### src/pllmc_pkg.sv
// Purpose: constants, register map and helper functions of the loop divider and modulation control
// Assumes: 32-bit register port, one clock at 250 MHz
// Notes: shared by the control top, its switching sequencer and the bench
// Operation
// - input divider is code plus one; code 1111 inhibits the reference clock
// - output divider codes 00..11 give divide by 2, 4, 8, 16
// - loop divider code 32..96 is the feedback ratio; others undefined
// - progressive switching starts at divide by 8 and steps down to 1
// - lock-event flag sets on every lock or unlock transition
// - lock status reads 1 while locked, 0 while unlocked
// - fail mask 1 suppresses the failure output, 0 passes it
// - loss of lock while powered sets fail flag; cleared by writing 1
// - without bypass, modulation settings reach the loop only on strobe
// - spread type 0 is centre spread, 1 is down spread
// - modulation period is a binary count of reference over four modulation
// - modulation only while enable is 1, otherwise unmodulated
// - control and modulation writes only from supervisor accesses
// - strobe stays high two reference cycles; from enable rise or lock rise
package pllmc_pkg;
	// register offsets
	localparam logic [7:0] OFS_CONTROL = 8'h00;
	localparam logic [7:0] OFS_MODULATION = 8'h04;
	// control register fields
	localparam int CTL_IDF_LSB = 0;
	localparam int CTL_ODF_LSB = 4;
	localparam int CTL_LOOP_DIVIDER_CODE_LSB = 8;
	localparam int CTL_SWITCH_EN = 16;
	localparam int CTL_LOCK_EVENT = 17;
	localparam int CTL_LOCK_STATUS = 18;
	localparam int CTL_FAIL_MASK = 19;
	localparam int CTL_FAIL_FLAG = 20;
	// modulation register fields
	localparam int MOD_BYPASS = 0;
	localparam int MOD_SPREAD = 1;
	localparam int MOD_PERIOD_LSB = 2;
	localparam int MOD_ENABLE = 15;
	localparam int MOD_STEP_LSB = 16;
	// reset values, inhibit code and loop divider code range
	localparam logic [3:0] RST_IDF = 4'h0;
	localparam logic [1:0] RST_ODF = 2'h0;
	localparam logic [6:0] RST_LOOP_DIVIDER_CODE = 7'h20;
	localparam logic [3:0] IDF_INHIBIT = 4'hF;
	localparam logic [6:0] LOOP_DIVIDER_CODE_MIN = 7'h20;
	localparam logic [6:0] LOOP_DIVIDER_CODE_MAX = 7'h60;
	// timing
	localparam int CLK_MHZ = 250;
	localparam int LOCK_SETTLE_US = 200;
	localparam int LOCK_SETTLE_CYC = LOCK_SETTLE_US * CLK_MHZ;
	localparam logic [1:0] STROBE_REF_CYCLES = 2'h2;
	// progressive switching dwell, in loop output cycles
	localparam logic [5:0] DWELL_DIV8 = 6'h08;
	localparam logic [5:0] DWELL_DIV4 = 6'h10;
	localparam logic [5:0] DWELL_DIV2 = 6'h20;
	// system divider selection: 0 = /1, 1 = /2, 2 = /4, 3 = /8
	typedef enum {PS_IDLE, PS_DIV8, PS_DIV4, PS_DIV2, PS_DONE} pllmc_sw_state_t;

	function automatic logic [4:0] pllmc_in_ratio(input logic [3:0] code);
		pllmc_in_ratio = {1'b0, code} + 5'h01;
	endfunction

	function automatic logic [4:0] pllmc_out_ratio(input logic [1:0] code);
		pllmc_out_ratio = 5'h02 << code;
	endfunction

	function automatic logic pllmc_loop_ok(input logic [6:0] code);
		pllmc_loop_ok = (code >= LOOP_DIVIDER_CODE_MIN) && (code <= LOOP_DIVIDER_CODE_MAX);
	endfunction
endpackage

### src/pllmc_ctrl.sv
// Purpose: register file and digital control of the divider and modulation loop
// Assumes: ref_tick and loop_tick are single-cycle pulses synchronous to clk_sys
// Notes: loss-of-lock is seen through the synchroniser, so the fail flag sets
//        two or three cycles after the analogue lock drops
`timescale 1ns/10ps
`default_nettype none
module pllmc_ctrl
	import pllmc_pkg::*;
#(
	parameter int LOCK_SETTLE_CYCLES = LOCK_SETTLE_CYC
) (
	// clock and reset
	input wire logic clk_sys,
	input wire logic reset,
	// register port
	input wire logic [7:0] reg_addr,
	input wire logic [31:0] reg_wdata,
	input wire logic reg_write,
	input wire logic reg_read,
	input wire logic reg_supervisor,
	output logic [31:0] reg_rdata,
	// analogue loop side
	input wire logic ref_tick,
	input wire logic loop_tick,
	input wire logic pll_lock_async,
	input wire logic pll_powered,
	input wire logic pll_select,
	// divider settings to the loop
	output logic [3:0] in_div_code,
	output logic [4:0] in_div_ratio,
	output logic ref_inhibit,
	output logic [4:0] out_div_ratio,
	output logic [6:0] loop_div_code,
	output logic loop_div_valid,
	// system clock divider
	output logic [1:0] sys_div_code,
	output logic switch_busy,
	// modulation settings to the loop
	output logic mod_strobe,
	output logic mod_active,
	output logic mod_spread_type,
	output logic [12:0] mod_period,
	output logic [14:0] mod_inc_step,
	// status
	output logic pll_fail,
	output logic clock_ready
);
	// software-visible state
	logic [3:0] input_divider_code;
	logic [1:0] output_divider_code;
	logic [6:0] loop_divider_code;
	logic progressive_switch_enable;
	logic lock_event;
	logic fail_mask;
	logic fail_flag;
	logic strobe_bypass;
	logic spread_type;
	logic [12:0] period_reg;
	logic modulation_enable;
	logic [14:0] step_reg;
	// internal state
	logic locked_s;
	logic locked_d;
	logic mod_en_d;
	logic [1:0] strobe_ticks;
	logic [$clog2(LOCK_SETTLE_CYCLES + 1) - 1:0] settle_cnt;
	logic [1:0] sw_div;
	logic sw_busy;

	// address decode and write qualification
	wire hit_ctl = (reg_addr == OFS_CONTROL);
	wire hit_mod = (reg_addr == OFS_MODULATION);
	wire wr_ok = reg_write && reg_supervisor;
	wire wr_ctl = wr_ok && hit_ctl;
	wire wr_mod = wr_ok && hit_mod;

	// lock edges, taken from the synchronised level only
	wire lock_change = locked_s ^ locked_d;
	wire lock_rise = locked_s && !locked_d;
	wire lock_loss = locked_d && !locked_s && pll_powered;
	wire mod_en_rise = modulation_enable && !mod_en_d;

	// flag updates: a hardware set wins over a software clear
	wire clr_event = wr_ctl && reg_wdata[CTL_LOCK_EVENT];
	wire clr_fail = wr_ctl && reg_wdata[CTL_FAIL_FLAG];
	wire next_lock_event = lock_change || (lock_event && !clr_event);
	wire next_fail_flag = lock_loss || (fail_flag && !clr_fail);

	// strobe control
	wire strobe_start = (mod_en_rise && locked_s) || (lock_rise && modulation_enable);
	wire strobe_done = mod_strobe && ref_tick && (strobe_ticks == STROBE_REF_CYCLES - 2'h1);
	wire apply_mod = strobe_bypass || strobe_done;

	// lock status bit
	// read-back images
	wire [31:0] ctl_image = {11'h000, fail_flag, fail_mask, locked_s, lock_event,
		progressive_switch_enable, 1'b0, loop_divider_code, 2'h0, output_divider_code,
		input_divider_code};
	wire [31:0] mod_image = {1'b0, step_reg, modulation_enable, period_reg, spread_type,
		strobe_bypass};
	wire [31:0] read_mux = hit_ctl ? ctl_image : (hit_mod ? mod_image : 32'h0000_0000);

	// lock indication crossing
	pllmc_sync u_lock_sync (
		.clk_sys(clk_sys),
		.reset(reset),
		.async_in(pll_lock_async),
		.sync_out(locked_s)
	);

	// progressive switching sequencer
	pllmc_switch u_switch (
		.clk_sys(clk_sys),
		.reset(reset),
		.enable(progressive_switch_enable),
		.locked(locked_s),
		.select(pll_select),
		.loop_tick(loop_tick),
		.div_code(sw_div),
		.busy(sw_busy)
	);

	// control register
	always_ff @(posedge clk_sys) begin
		if (reset) begin
			input_divider_code <= RST_IDF;
			output_divider_code <= RST_ODF;
			loop_divider_code <= RST_LOOP_DIVIDER_CODE;
			progressive_switch_enable <= 1'b0;
			fail_mask <= 1'b0;
		end else if (wr_ctl) begin
			input_divider_code <= reg_wdata[CTL_IDF_LSB +: 4];
			output_divider_code <= reg_wdata[CTL_ODF_LSB +: 2];
			loop_divider_code <= reg_wdata[CTL_LOOP_DIVIDER_CODE_LSB +: 7];
			progressive_switch_enable <= reg_wdata[CTL_SWITCH_EN];
			fail_mask <= reg_wdata[CTL_FAIL_MASK];
		end
	end

	// modulation register
	always_ff @(posedge clk_sys) begin
		if (reset) begin
			strobe_bypass <= 1'b0;
			spread_type <= 1'b0;
			period_reg <= 13'h0000;
			modulation_enable <= 1'b0;
			step_reg <= 15'h0000;
		end else if (wr_mod) begin
			strobe_bypass <= reg_wdata[MOD_BYPASS];
			spread_type <= reg_wdata[MOD_SPREAD];
			period_reg <= reg_wdata[MOD_PERIOD_LSB +: 13];
			modulation_enable <= reg_wdata[MOD_ENABLE];
			step_reg <= reg_wdata[MOD_STEP_LSB +: 15];
		end
	end

	always_ff @(posedge clk_sys) begin
		if (reset) begin
			lock_event <= 1'b0;
			fail_flag <= 1'b0;
			locked_d <= 1'b0;
			mod_en_d <= 1'b0;
		end else begin
			lock_event <= next_lock_event;
			fail_flag <= next_fail_flag;
			locked_d <= locked_s;
			mod_en_d <= modulation_enable;
		end
	end

	// strobe held for two reference cycles
	always_ff @(posedge clk_sys) begin
		if (reset) begin
			mod_strobe <= 1'b0;
			strobe_ticks <= 2'h0;
		end else if (strobe_start && !mod_strobe) begin
			mod_strobe <= 1'b1;
			strobe_ticks <= 2'h0;
		end else if (strobe_done) begin
			mod_strobe <= 1'b0;
			strobe_ticks <= 2'h0;
		end else if (mod_strobe && ref_tick) begin
			strobe_ticks <= strobe_ticks + 2'h1;
		end
	end

	// applied modulation settings move only on strobe or bypass
	// spread type and period passed as binary fields
	always_ff @(posedge clk_sys) begin
		if (reset) begin
			mod_spread_type <= 1'b0;
			mod_period <= 13'h0000;
			mod_inc_step <= 15'h0000;
		end else if (apply_mod) begin
			mod_spread_type <= spread_type;
			mod_period <= period_reg;
			mod_inc_step <= step_reg;
		end
	end

	// divider ratios decoded for the loop
	always_ff @(posedge clk_sys) begin
		if (reset) begin
			in_div_code <= RST_IDF;
			in_div_ratio <= 5'h01;
			ref_inhibit <= 1'b0;
			out_div_ratio <= 5'h02;
			loop_div_code <= RST_LOOP_DIVIDER_CODE;
			loop_div_valid <= 1'b1;
		end else begin
			in_div_code <= input_divider_code;
			in_div_ratio <= pllmc_in_ratio(input_divider_code);
			ref_inhibit <= (input_divider_code == IDF_INHIBIT);
			out_div_ratio <= pllmc_out_ratio(output_divider_code);
			loop_div_code <= loop_divider_code;
			loop_div_valid <= pllmc_loop_ok(loop_divider_code);
		end
	end

	// status outputs; settle counter helps software hold off
	always_ff @(posedge clk_sys) begin
		if (reset) begin
			mod_active <= 1'b0;
			pll_fail <= 1'b0;
			sys_div_code <= 2'h0;
			switch_busy <= 1'b0;
			settle_cnt <= '0;
			clock_ready <= 1'b0;
		end else begin
			mod_active <= modulation_enable;
			pll_fail <= fail_flag && !fail_mask;
			sys_div_code <= sw_div;
			switch_busy <= sw_busy;
			if (!locked_s) begin
				settle_cnt <= '0;
			end else if (settle_cnt != LOCK_SETTLE_CYCLES[$bits(settle_cnt) - 1:0]) begin
				settle_cnt <= settle_cnt + 1'b1;
			end
			clock_ready <= locked_s && (settle_cnt == LOCK_SETTLE_CYCLES[$bits(settle_cnt) - 1:0]);
		end
	end

	// read data, valid only in the cycle after the strobe
	always_ff @(posedge clk_sys) begin
		if (reset) begin
			reg_rdata <= 32'h0000_0000;
		end else begin
			reg_rdata <= reg_read ? read_mux : 32'h0000_0000;
		end
	end
endmodule // pllmc_ctrl
`default_nettype wire

### src/pllmc_sync.sv
// Purpose: two-flop synchroniser for the lock level from the analogue loop
// Assumes: input may change at any time
// Notes: first stage feeds only the second stage
`timescale 1ns/10ps
`default_nettype none
module pllmc_sync (
	// clock and reset
	input wire logic clk_sys,
	input wire logic reset,
	// level in and out
	input wire logic async_in,
	output logic sync_out
);
	logic meta;

	always_ff @(posedge clk_sys) begin
		if (reset) begin
			meta <= 1'b0;
			sync_out <= 1'b0;
		end else begin
			meta <= async_in;
			sync_out <= meta;
		end
	end
endmodule // pllmc_sync
`default_nettype wire

### src/pllmc_switch.sv
// Purpose: progressive clock switching sequencer for the system clock divider
// Assumes: loop_tick pulses once per loop output cycle, synchronous to clk_sys
// Notes: without the enable the loop clock is passed at divide by 1
`timescale 1ns/10ps
`default_nettype none
module pllmc_switch
	import pllmc_pkg::*;
(
	// clock and reset
	input wire logic clk_sys,
	input wire logic reset,
	// control
	input wire logic enable,
	input wire logic locked,
	input wire logic select,
	input wire logic loop_tick,
	// result
	output logic [1:0] div_code,
	output logic busy
);
	pllmc_sw_state_t state, next_state;
	logic [5:0] count;
	logic select_d;
	logic [5:0] dwell;
	logic dwell_end;
	logic start;

	assign start = select && !select_d && enable && locked;
	assign dwell = (state == PS_DIV8) ? DWELL_DIV8 : (state == PS_DIV4) ? DWELL_DIV4 : DWELL_DIV2;
	assign dwell_end = loop_tick && (count == dwell - 6'h01);
	assign busy = (state == PS_DIV8) || (state == PS_DIV4) || (state == PS_DIV2);

	// step from /8 down to /1
	always_comb begin
		next_state = state;
		case (state)
			PS_IDLE: if (start) next_state = PS_DIV8;
			PS_DIV8: if (dwell_end) next_state = PS_DIV4;
			PS_DIV4: if (dwell_end) next_state = PS_DIV2;
			PS_DIV2: if (dwell_end) next_state = PS_DONE;
			PS_DONE: if (!select) next_state = PS_IDLE;
			default: next_state = PS_IDLE;
		endcase
		if (!locked) begin
			next_state = PS_IDLE;
		end
	end

	// state, dwell counter and divider code
	always_ff @(posedge clk_sys) begin
		if (reset) begin
			state <= PS_IDLE;
			count <= 6'h00;
			select_d <= 1'b0;
			div_code <= 2'h0;
		end else begin
			state <= next_state;
			select_d <= select;
			count <= (next_state != state) ? 6'h00 : (loop_tick ? count + 6'h01 : count);
			case (next_state)
				PS_DIV8: div_code <= 2'h3;
				PS_DIV4: div_code <= 2'h2;
				PS_DIV2: div_code <= 2'h1;
				default: div_code <= 2'h0;
			endcase
		end
	end
endmodule // pllmc_switch
`default_nettype wire

### config.mk
export PLATFORM = sky130hd
export DESIGN_NAME = pllmc_ctrl
export DESIGN_NICKNAME = d
export VERILOG_FILES = /design/src/pllmc_pkg.sv /design/src/pllmc_ctrl.sv /design/src/pllmc_sync.sv /design/src/pllmc_switch.sv
export SDC_FILE = /design/constraint.sdc
export NUM_CORES = 1
export LEC_CHECK = 0
export BUFFER_PORTS_ARGS = -buffer_cell sky130_fd_sc_hd__clkbuf_2
export CAP_MARGIN = 20
export CORE_UTILIZATION = 49
export DETAILED_ROUTE_END_ITERATION = 7
export PLACE_DENSITY_LB_ADDON = 0.12
export SLEW_MARGIN = 10
export SYNTH_ARGS = -nofsm -noshare
export SYNTH_HDL_FRONTEND = slang
export SYNTH_SLANG_ARGS = --single-unit
### constraint.sdc
create_clock -name clk_sys -period 2.05 [get_ports clk_sys]
set_input_delay 0.205 -clock clk_sys [delete_from_list [all_inputs] [get_ports clk_sys]]
set_output_delay 0.205 -clock clk_sys [all_outputs]
set_load 0.02 [all_outputs]
# Yosys cells after proc, flatten, opt, wreduce, memory -nomap -nowiden
# Cells that the tools add are included.
[classes]
muxes = 14
div = 0
mul = 0
n_shift = 1
add_sub_neg = 5
eq_ne = 17
n_lt_le_gt_ge = 2
n_bitwise = 4
reduce_logical = 46
[op_table]
columns = ["operator", "count"]
rows = [
  ["32-bit two-way mux", 6],
  ["32-bit by 2-bit == test with 1-bit output, second input constant", 5],
  ["32-bit one-hot mux with 5 select lines", 1],
  ["32-bit by 3-bit == test with 1-bit output, second input constant", 3],
  ["32-bit by 1-bit == test with 1-bit output, second input constant", 2],
  ["21-bit two-way mux", 2],
  ["32-bit logical NOT", 1],
  ["32-bit != test", 1],
  ["1-bit logical AND", 23],
  ["16-bit by 1-bit adder with 16-bit output, second input constant", 1],
  ["16-bit == test, second input constant", 1],
  ["16-bit != test, second input constant", 1],
  ["6-bit two-way mux", 2],
  ["8-bit by 3-bit == test with 1-bit output, second input constant", 1],
  ["1-bit logical NOT", 8],
  ["8-bit logical NOT", 1],
  ["7-bit by 6-bit greater-or-equal comparator with 1-bit output, second input constant", 1],
  ["7-bit less-or-equal comparator, second input constant", 1],
  ["6-bit by 1-bit adder with 6-bit output, second input constant", 1],
  ["6-bit == test", 1],
  ["1-bit logical OR", 6],
  ["2-bit one-hot mux with 3 select lines", 1],
  ["2-bit OR reduction", 3],
  ["3-bit OR reduction", 2],
  ["other kinds (11)", 14],
]
[totals]
output_inout_bits = 91
n_memories = 0
input_bits = 50
word_cells = 128
latchBits = 0
ff_bits = 201
mem_bits_ro = 0
ram_bits = 0

# Longest topological paths before layout
# Gate-level depths: netlist (run 1).
[depth]
depth_word = 11
ltp_mapped = 7
mapped_depth_nobuf = 7

# By module
# A second synthesis (run 1) with hierarchy kept.
[hier_totals]
cells_unflattened = 728
hier_area_um2 = 7279.5
[by_module_without_submodules]
columns = ["module", "area_per_inst_um2", "cells_per_inst", "seq_area_each_um2", "instances"]
rows = [
  ["pllmc_ctrl", 5825.6, 601, 3103.0, 1],
  ["pllmc_switch", 1401.3, 123, 820.8, 1],
  ["pllmc_sync", 52.6, 4, 40.0, 1],
]

# Least setup slack after synthesis (run 1)
# No wires, ideal clock.
[synth_path]
kind = "input-to-reg"
startpoint = "input port reg_addr[6]"
endpoint = "register modulation_enable"
path_buffers = 2
setup_ps = 132
t_required_ps = 1918
setup_slack_ps = -16
path_stages = 7
arrival_time_ps = 1934
path_cell_list = "or4_1 or4_4 or3_1 clkbuf_1 clkbuf_1 nand2_1 a21oi_1"
[synth_via]
elab_chain_len = 2
[synth_lines]
columns = ["item", "line", "text"]
rows = [
  ["start: declaration", "pllmc_ctrl.sv:16", "input wire logic [7:0] reg_addr,"],
  ["8-bit by 3-bit == test with 1-bit output", "pllmc_ctrl.sv:72", "wire hit_mod = (reg_addr == OFS_MODULATION);"],
  ["1-bit logical AND", "pllmc_ctrl.sv:75", "wire wr_mod = wr_ok && hit_mod;"],
  ["end signal: assignment", "pllmc_ctrl.sv:152", "modulation_enable <= reg_wdata[MOD_ENABLE];"],
  ["end: declaration", "pllmc_ctrl.sv:59", "logic modulation_enable;"],
]
# Every way passes these cells.
# A chain may end at the register's enable or synchronous reset.

# Final worst setup path (run 1)
[layout_path]
startpoint = "register u_switch.count[0]"
endpoint = "register u_switch.count[0]"
[layout_via]
elab_chain_len = 7
elab_cells_between_ends = 10
cone_classes = "add/sub (1); eq/ne (2); mux (5); reduce/logical (2)"
[layout_lines]
columns = ["item", "line", "text"]
rows = [
  ["start: declaration", "pllmc_switch.sv:22", "logic [5:0] count;"],
  ["start signal: assignment", "pllmc_switch.sv:59", "count <= (next_state != state) ? 6'h00 : (loop_tick ? count + 6'h01 : count);"],
  ["6-bit == test", "pllmc_switch.sv:30", "assign dwell_end = loop_tick && (count == dwell - 6'h01);"],
  ["1-bit logical AND", "pllmc_switch.sv:30", ""],
  ["32-bit two-way mux, on equally long branches", "pllmc_switch.sv:40, pllmc_switch.sv:38, pllmc_switch.sv:39", ""],
  ["32-bit one-hot mux with 5 select lines", "pllmc_switch.sv:36", "case (state)"],
  ["32-bit two-way mux", "pllmc_switch.sv:44", "if (!locked) begin"],
  ["32-bit != test", "pllmc_switch.sv:59", ""],
  ["2-bit OR reduction (no line)", "-", ""],
]
# Several ways; a longest one is shown, not always the timed one.

==> reports/qor.yml, run 1 <==
cells_and_area:
  drive_above_1_share: 0.211
  synthToLayoutAreaGrowth_pct: 26.4
  fin_nets: 972
  n_antenna_cell: 0
  final_core_util: 0.640
  largest-register: "u_switch.state"
  largest_reg_flops: 32
  fin_area_um2: 8580
  top_regs: "u_switch.state x32, reg_rdata x31, settle_cnt x16"
  stdcell_count: 1103
global_routing:
  grt_pass1_vias: 5226
  grt_use_met3: 0.0509
  grt_antenna_before_repair: 0
  grt_overflow_total: 0
  grt_util_met2: 0.391
  top_usage_layer: "met2"
  grtUsageMet1: 0.270
  grt_pass1_wl_mm: 25.1
  grt_util_all_layers: 0.226
  grt_start_max_net_pins: 66
synthesis:
  synth_top_cells_by_count: "198 x dfxtp_1, 165 x nand2_1, 81 x a21oi_1, 51 x nor2_1, 31 x clkbuf_1"
  yosysTopAreaCell: "dfxtp_1"
  synth_top_area_frac: 0.584
  ys_seq_elements: 198
  muxShareOfSynthArea: 0.0295
  syn_area_um2: 6790
  yosysMostFrequentCell: "dfxtp_1"
  yosys.area_share.simple: 0.224
  avgSynthCellArea_um2: 9.25
  syn_inst: 734
  synth_compound_area_frac: 0.0890
  ys_dominant_reg_cell: "dfxtp_1"
  ys_seq_area_frac: 0.584
  ys_types: 50
  synth-edff-count: 0
  synth-adder-area-share: 0.0129
  synthXorXnorAreaFrac: 0.0258
  ys.warnings.count: 0
  synth_top_family_by_area: "simple AND/OR/NAND/NOR gates"
  async_flop_share: 0
  synthTopCellsByArea: "dfxtp_1 58%, nand2_1 9.1%, a21oi_1 6.0%"
clock_network:
  cts-buffers-inserted: 17
  cts-root-buf: "clkbuf_16"
  cts_sinks: 198
  insertion_delay_ns: 0.43
  h-tree-depth: 4
  clk_path_buf_depth: 2
  postCtsHoldBufs: 19
  path_clk_slew_ns: 0.07
  cts.repair.resized: 0
  post-cts-setup-buffers: 0
  cts_tree: "yes"
worst_setup_path:
  cpLargestDelayFamily: "simple AND/OR/NAND/NOR gates"
  worstPathCellList: "ha_1 -> nand4b_1 -> nor3_1 -> a2111oi_0 -> nand4_1 -> nor2_1"
  cp_slowest_cell: "nand4_1"
  critPathBufInv: 0
  required_ns: 2.41
  cp_max_fo: 6
  worstPathArrival_ns: 2.18
  end_kind: "flip-flop"
  start_kind: "flip-flop"
  path_class: "reg2reg"
  max_stage_delay_ns: 0.34
sta:
  fmax_mhz: 551
  tns_ns: 0
  rsz0062_at_grt: "false"
  setup_viol: 0
  post-route-min-period_ns: 1.81
  finClkSkew_ns: 0.00939
  fin_hold_ws_ns: 0.0241
  hold_viol: 0
  period_share: 0.885
  final_max_slew_viol_count: 0
  setup_slack_ns: 0.235
die:
  core_um2: 13400
  io_pins: 141
  num_rows: 42
  dieArea_um2: 14300
  start_util: 0.507
  dieWidth_um: 120
  die-height_um: 120
route:
  vias: 5562
  viasPerCell: 5.04
  wire_per_inst_um: 14.4
  remaining_drc_errors: 0
  routed_wl_mm: 15.9
  drtAntennaViolNets: 0
  dr.first_iter.drc_count: 351
  drt_pass1_iterations: 4
placement:
  place_area_um2: 7790
  hpwl_mm: 11.0
  io_buffers: 137
  dp_cells: 1053
  place_congestion: 0.847
  detailedPlace.worstSlack_ns: -0.148
hold_path:
  hold_path.class: "in2reg"
pwr:
  leakage_nw: 3.45
  total_power_mw: 7.45
  peakVddDrop_v: 0.000480
  power_density_nw_per_um2: 868
status:
  status: "completed"
job:
  cap_violations: 0
==> cell usage in the layout (no fill, tap or decap), types with 18 or more instances in the layout <==
cell,n
dfxtp_1,198
nor2b_1,18
buf_4,20
clkbuf_2,136
mux2i_1,20
nand2_1,165
conb_1,31
dlygate4sd3_1,19
nor2_1,51
a21oi_1,81
==> final timing paths <==
| path | from | endpoint | slack [ns] | cells past startpoint |
|---|---|---|---|---|
| worst max-delay path | u_switch.count[0]$_SDFFE_PP0P_ | u_switch.count[0]$_SDFFE_PP0P_ | 0.24 | 6 |
| worst min-delay path | reg_wdata[13] | loop_divider_code[5]$_SDFFE_PP1P_ | 0.02 | 3 |
| worst max register to register | u_switch.count[0]$_SDFFE_PP0P_ | u_switch.count[0]$_SDFFE_PP0P_ | 0.24 | 6 |
| worst min register to register | u_lock_sync.meta$_SDFF_PP0_ | u_lock_sync.sync_out$_SDFF_PP0_ | 0.44 | 1 |
==> cell families after synthesis <==
group	after synthesis
xor gates and xnor gates	20
muxes	20
and+or+nand+nor	324
AOI/OAI and AO/OA	110
adders and majority gates	7
other	1
buffers and inverters	54
DFF	198
==> routing by layer <==
metal  up-vias  wire (µm)
met2       151       7980
met3        22        695
met1      2625       6900
li1       2764          -
met4         0        325
met5         -          0
==> tightest hold or removal path, stage by stage <==
cell      delay [ns]
clkbuf_2        0.10
nand2_1         0.05
nand3b_1        0.07
==> area by class of cell <==
class | count | area, µm²
clock inverters | 11 | 150
multi-input cells | 512 | 2720
well taps | 176 | 220
flip-flops and latches | 198 | 3960
inverters | 10 | 37.5
clock buffers | 20 | 447
fillers | 1148 | 4820
repair buffers | 176 | 1040
==> power by group <==
group	switching (mW)	internal [mW]
sequential	0.0132	3.88
combinational	0.106	0.0871
clock	1.41	1.95
Note: power is estimated with default switching activity, not from simulation.
==> run 2, diff against run 1 <==
==> constraint.sdc (replaced) <==
create_clock -name clk_sys -period 2.05 [get_ports clk_sys]
set_input_delay 0.41 -clock clk_sys [delete_from_list [all_inputs] [get_ports clk_sys]]
set_output_delay 0.41 -clock clk_sys [all_outputs]
set_load 0.02 [all_outputs]
==> reports/qor.yml, run 2 (synthesized netlist as in run 1, its figures left out) <==
global_routing:
  grt_util_all_layers: 0.218  # -0.00798
  grt_antenna_before_repair: 0  # unchanged
  grt_start_max_net_pins: 71  # +7.6%
  grt_pass1_vias: 4993  # -4.5%
  grt_overflow_total: 0  # unchanged
  grt_pass1_wl_mm: 24.1  # -4.1%
sta:
  period_share: 0.948  # +0.0623
  rsz0062_at_grt: "false"
  setup_slack_ns: 0.107  # -0.128 ns
  fmax_mhz: 515  # -6.6%
  final_max_slew_viol_count: 0  # unchanged
  post-route-min-period_ns: 1.94  # +0.128 ns
  hold_viol: 0  # unchanged
  finClkSkew_ns: 0.0116  # +0.00220 ns
  setup_viol: 0  # unchanged
placement:
  detailedPlace.worstSlack_ns: -0.339  # -0.191 ns
  io_buffers: 137  # unchanged
  place_congestion: 0.815  # -3.7%
  place_area_um2: 7790  # about the same
  hpwl_mm: 10.6  # -3.5%
worst_setup_path:
  required_ns: 2.43  # +0.02 ns
  path_class: "in2reg"
  cp_max_fo: 13  # +7
  end_kind: "flip-flop"
  worstPathCellList: "clkbuf_2 -> or4_1 -> or4_4 -> or3b_1 -> nor2_4 -> and2_1"
  cpLargestDelayFamily: "simple AND/OR/NAND/NOR gates"
  start_kind: "input port"
  max_stage_delay_ns: 0.51  # +0.17 ns
  cp_slowest_cell: "or4_1"
  worstPathArrival_ns: 2.32  # +0.14 ns
  critPathBufInv: 1  # +1
cells_and_area:
  n_antenna_cell: 0  # unchanged
  largest-register: "u_switch.state"
  final_cell_mix: "198 x dfxtp_1, 165 x nand2_1, 136 x clkbuf_2"
  top_regs: "u_switch.state x32, reg_rdata x31, settle_cnt x16"
  fillCellCount: 1168  # +1.7%
  largest_reg_flops: 32  # unchanged
  fin_area_um2: 8440  # -1.7%
  final_common_cell: "dfxtp_1"
  fin_nets: 949  # -2.4%
  final_core_util: 0.630  # -0.0109
  drive_above_1_share: 0.213  # +0.00182
  synthToLayoutAreaGrowth_pct: 24.2
pwr:
  power_density_nw_per_um2: 906  # +4.4%
  leakage_nw: 3.39  # -1.8%
  peakVddDrop_v: 0.000546  # +14%
route:
  drt_pass1_iterations: 5  # +1
  wire_per_inst_um: 14.1  # -2.4%
  vias: 5394  # -3.0%
  routed_wl_mm: 15.2  # -4.4%
  dr.first_iter.drc_count: 421  # +20%
  drtAntennaViolNets: 0  # unchanged
  remaining_drc_errors: 0  # unchanged
  viasPerCell: 4.99  # -1.0%
die:
  die-height_um: 120  # unchanged
  start_util: 0.507  # unchanged
  num_rows: 42  # unchanged
  dieWidth_um: 120  # unchanged
  io_pins: 141  # unchanged
  dieArea_um2: 14300  # unchanged
  core_um2: 13400  # unchanged
status:
  status: "completed"
clock_network:
  cts.repair.resized: 0  # unchanged
  cts-buffers-inserted: 17  # unchanged
  cts_tree: "yes"
  cts_sinks: 198  # unchanged
  clk_path_buf_depth: 2  # unchanged
  postCtsHoldBufs: 0  # -19
  path_clk_slew_ns: 0.07  # about the same
  insertion_delay_ns: 0.43  # about the same
  post-cts-setup-buffers: 0  # unchanged
  h-tree-depth: 4  # unchanged
  cts-root-buf: "clkbuf_16"
hold_path:
  hold_path.class: "in2reg"
job:
  cap_violations: 0  # unchanged
## run 2: changes by cell type in the layout (fill, tap and decap cells not counted), moves of 2 or more
cell           previous run  this run
buf_4                    20        14
dlygate4sd3_1            19         0
buf_12                    1         3
bufinv_16                 3         5
## run 2: worst reg2reg max path, stage by stage, from the launching register on
cell and delay (ns):
dfxtp_1 0.45, nor4bb_1 0.48, a21oi_1 0.12, o21ai_0 0.39, xnor2_1 0.14, nor3_1 0.19
## run 2: area by class of cell
class / count / area (µm²) / area share
multi-input combinational: 512 / 2720 / 0.323
clock buffer: 20 / 447 / 0.0530
tap: 176 / 220 / 0.0261
timing repair buffer: 153 / 846 / 0.100
sequential: 198 / 3960 / 0.470
clock inverter: 12 / 199 / 0.0236
inverter: 10 / 37.5 / 0.00445
## run 2: metal layers
| metal | GRT usage | up-vias | wire length, µm |
|---|---|---|---|
| met5 | 0 | - | 0 |
| met4 | 0.0852 | 0 | 218 |
| met3 | 0.0589 | 26 | 828 |
| met2 | 0.375 | 152 | 7630 |
| met1 | 0.258 | 2499 | 6530 |
| li1 | - | 2717 | - |
## run 2: path summary, 6_finish.rpt
kind,slack [ns],cells after the start,to,startpoint
setup / recovery,0.11,6,reg_rdata[6]$_SDFF_PP0_,reg_addr[6]
hold / removal,0.19,2,fail_flag$_SDFF_PP0_,reg_wdata[20]
setup reg to reg,0.20,5,u_switch.div_code[1]$_SDFF_PP0_,u_switch.state[1]$_SDFF_PP0_
hold reg to reg,0.43,1,sys_div_code[0]$_SDFF_PP0_,u_switch.div_code[0]$_SDFF_PP0_
## run 2: metrics by stage
stage | hold slack (ns) | setup TNS, ns | total power [mW] | std cells
floorplan | 0.414 | -9.48 | 4.06 | 764
global placement | 0.421 | -20.20 | 4.14 | 1049
detailed placement | 0.424 | -21.73 | 4.14 | 1049
CTS | 0.165 | 0 | 7.73 | 1081
global route | 0.185 | 0 | 7.92 | 1081
finish | 0.190 | 0 | 7.64 | 1081
## run 2: where the power goes
group	total (mW)	switching, mW	leakage [nW]	internal [mW]
registers	3.90	0.0127	1.61	3.88
clock network	3.58	1.39	0.314	2.20
logic	0.163	0.0983	1.47	0.0646
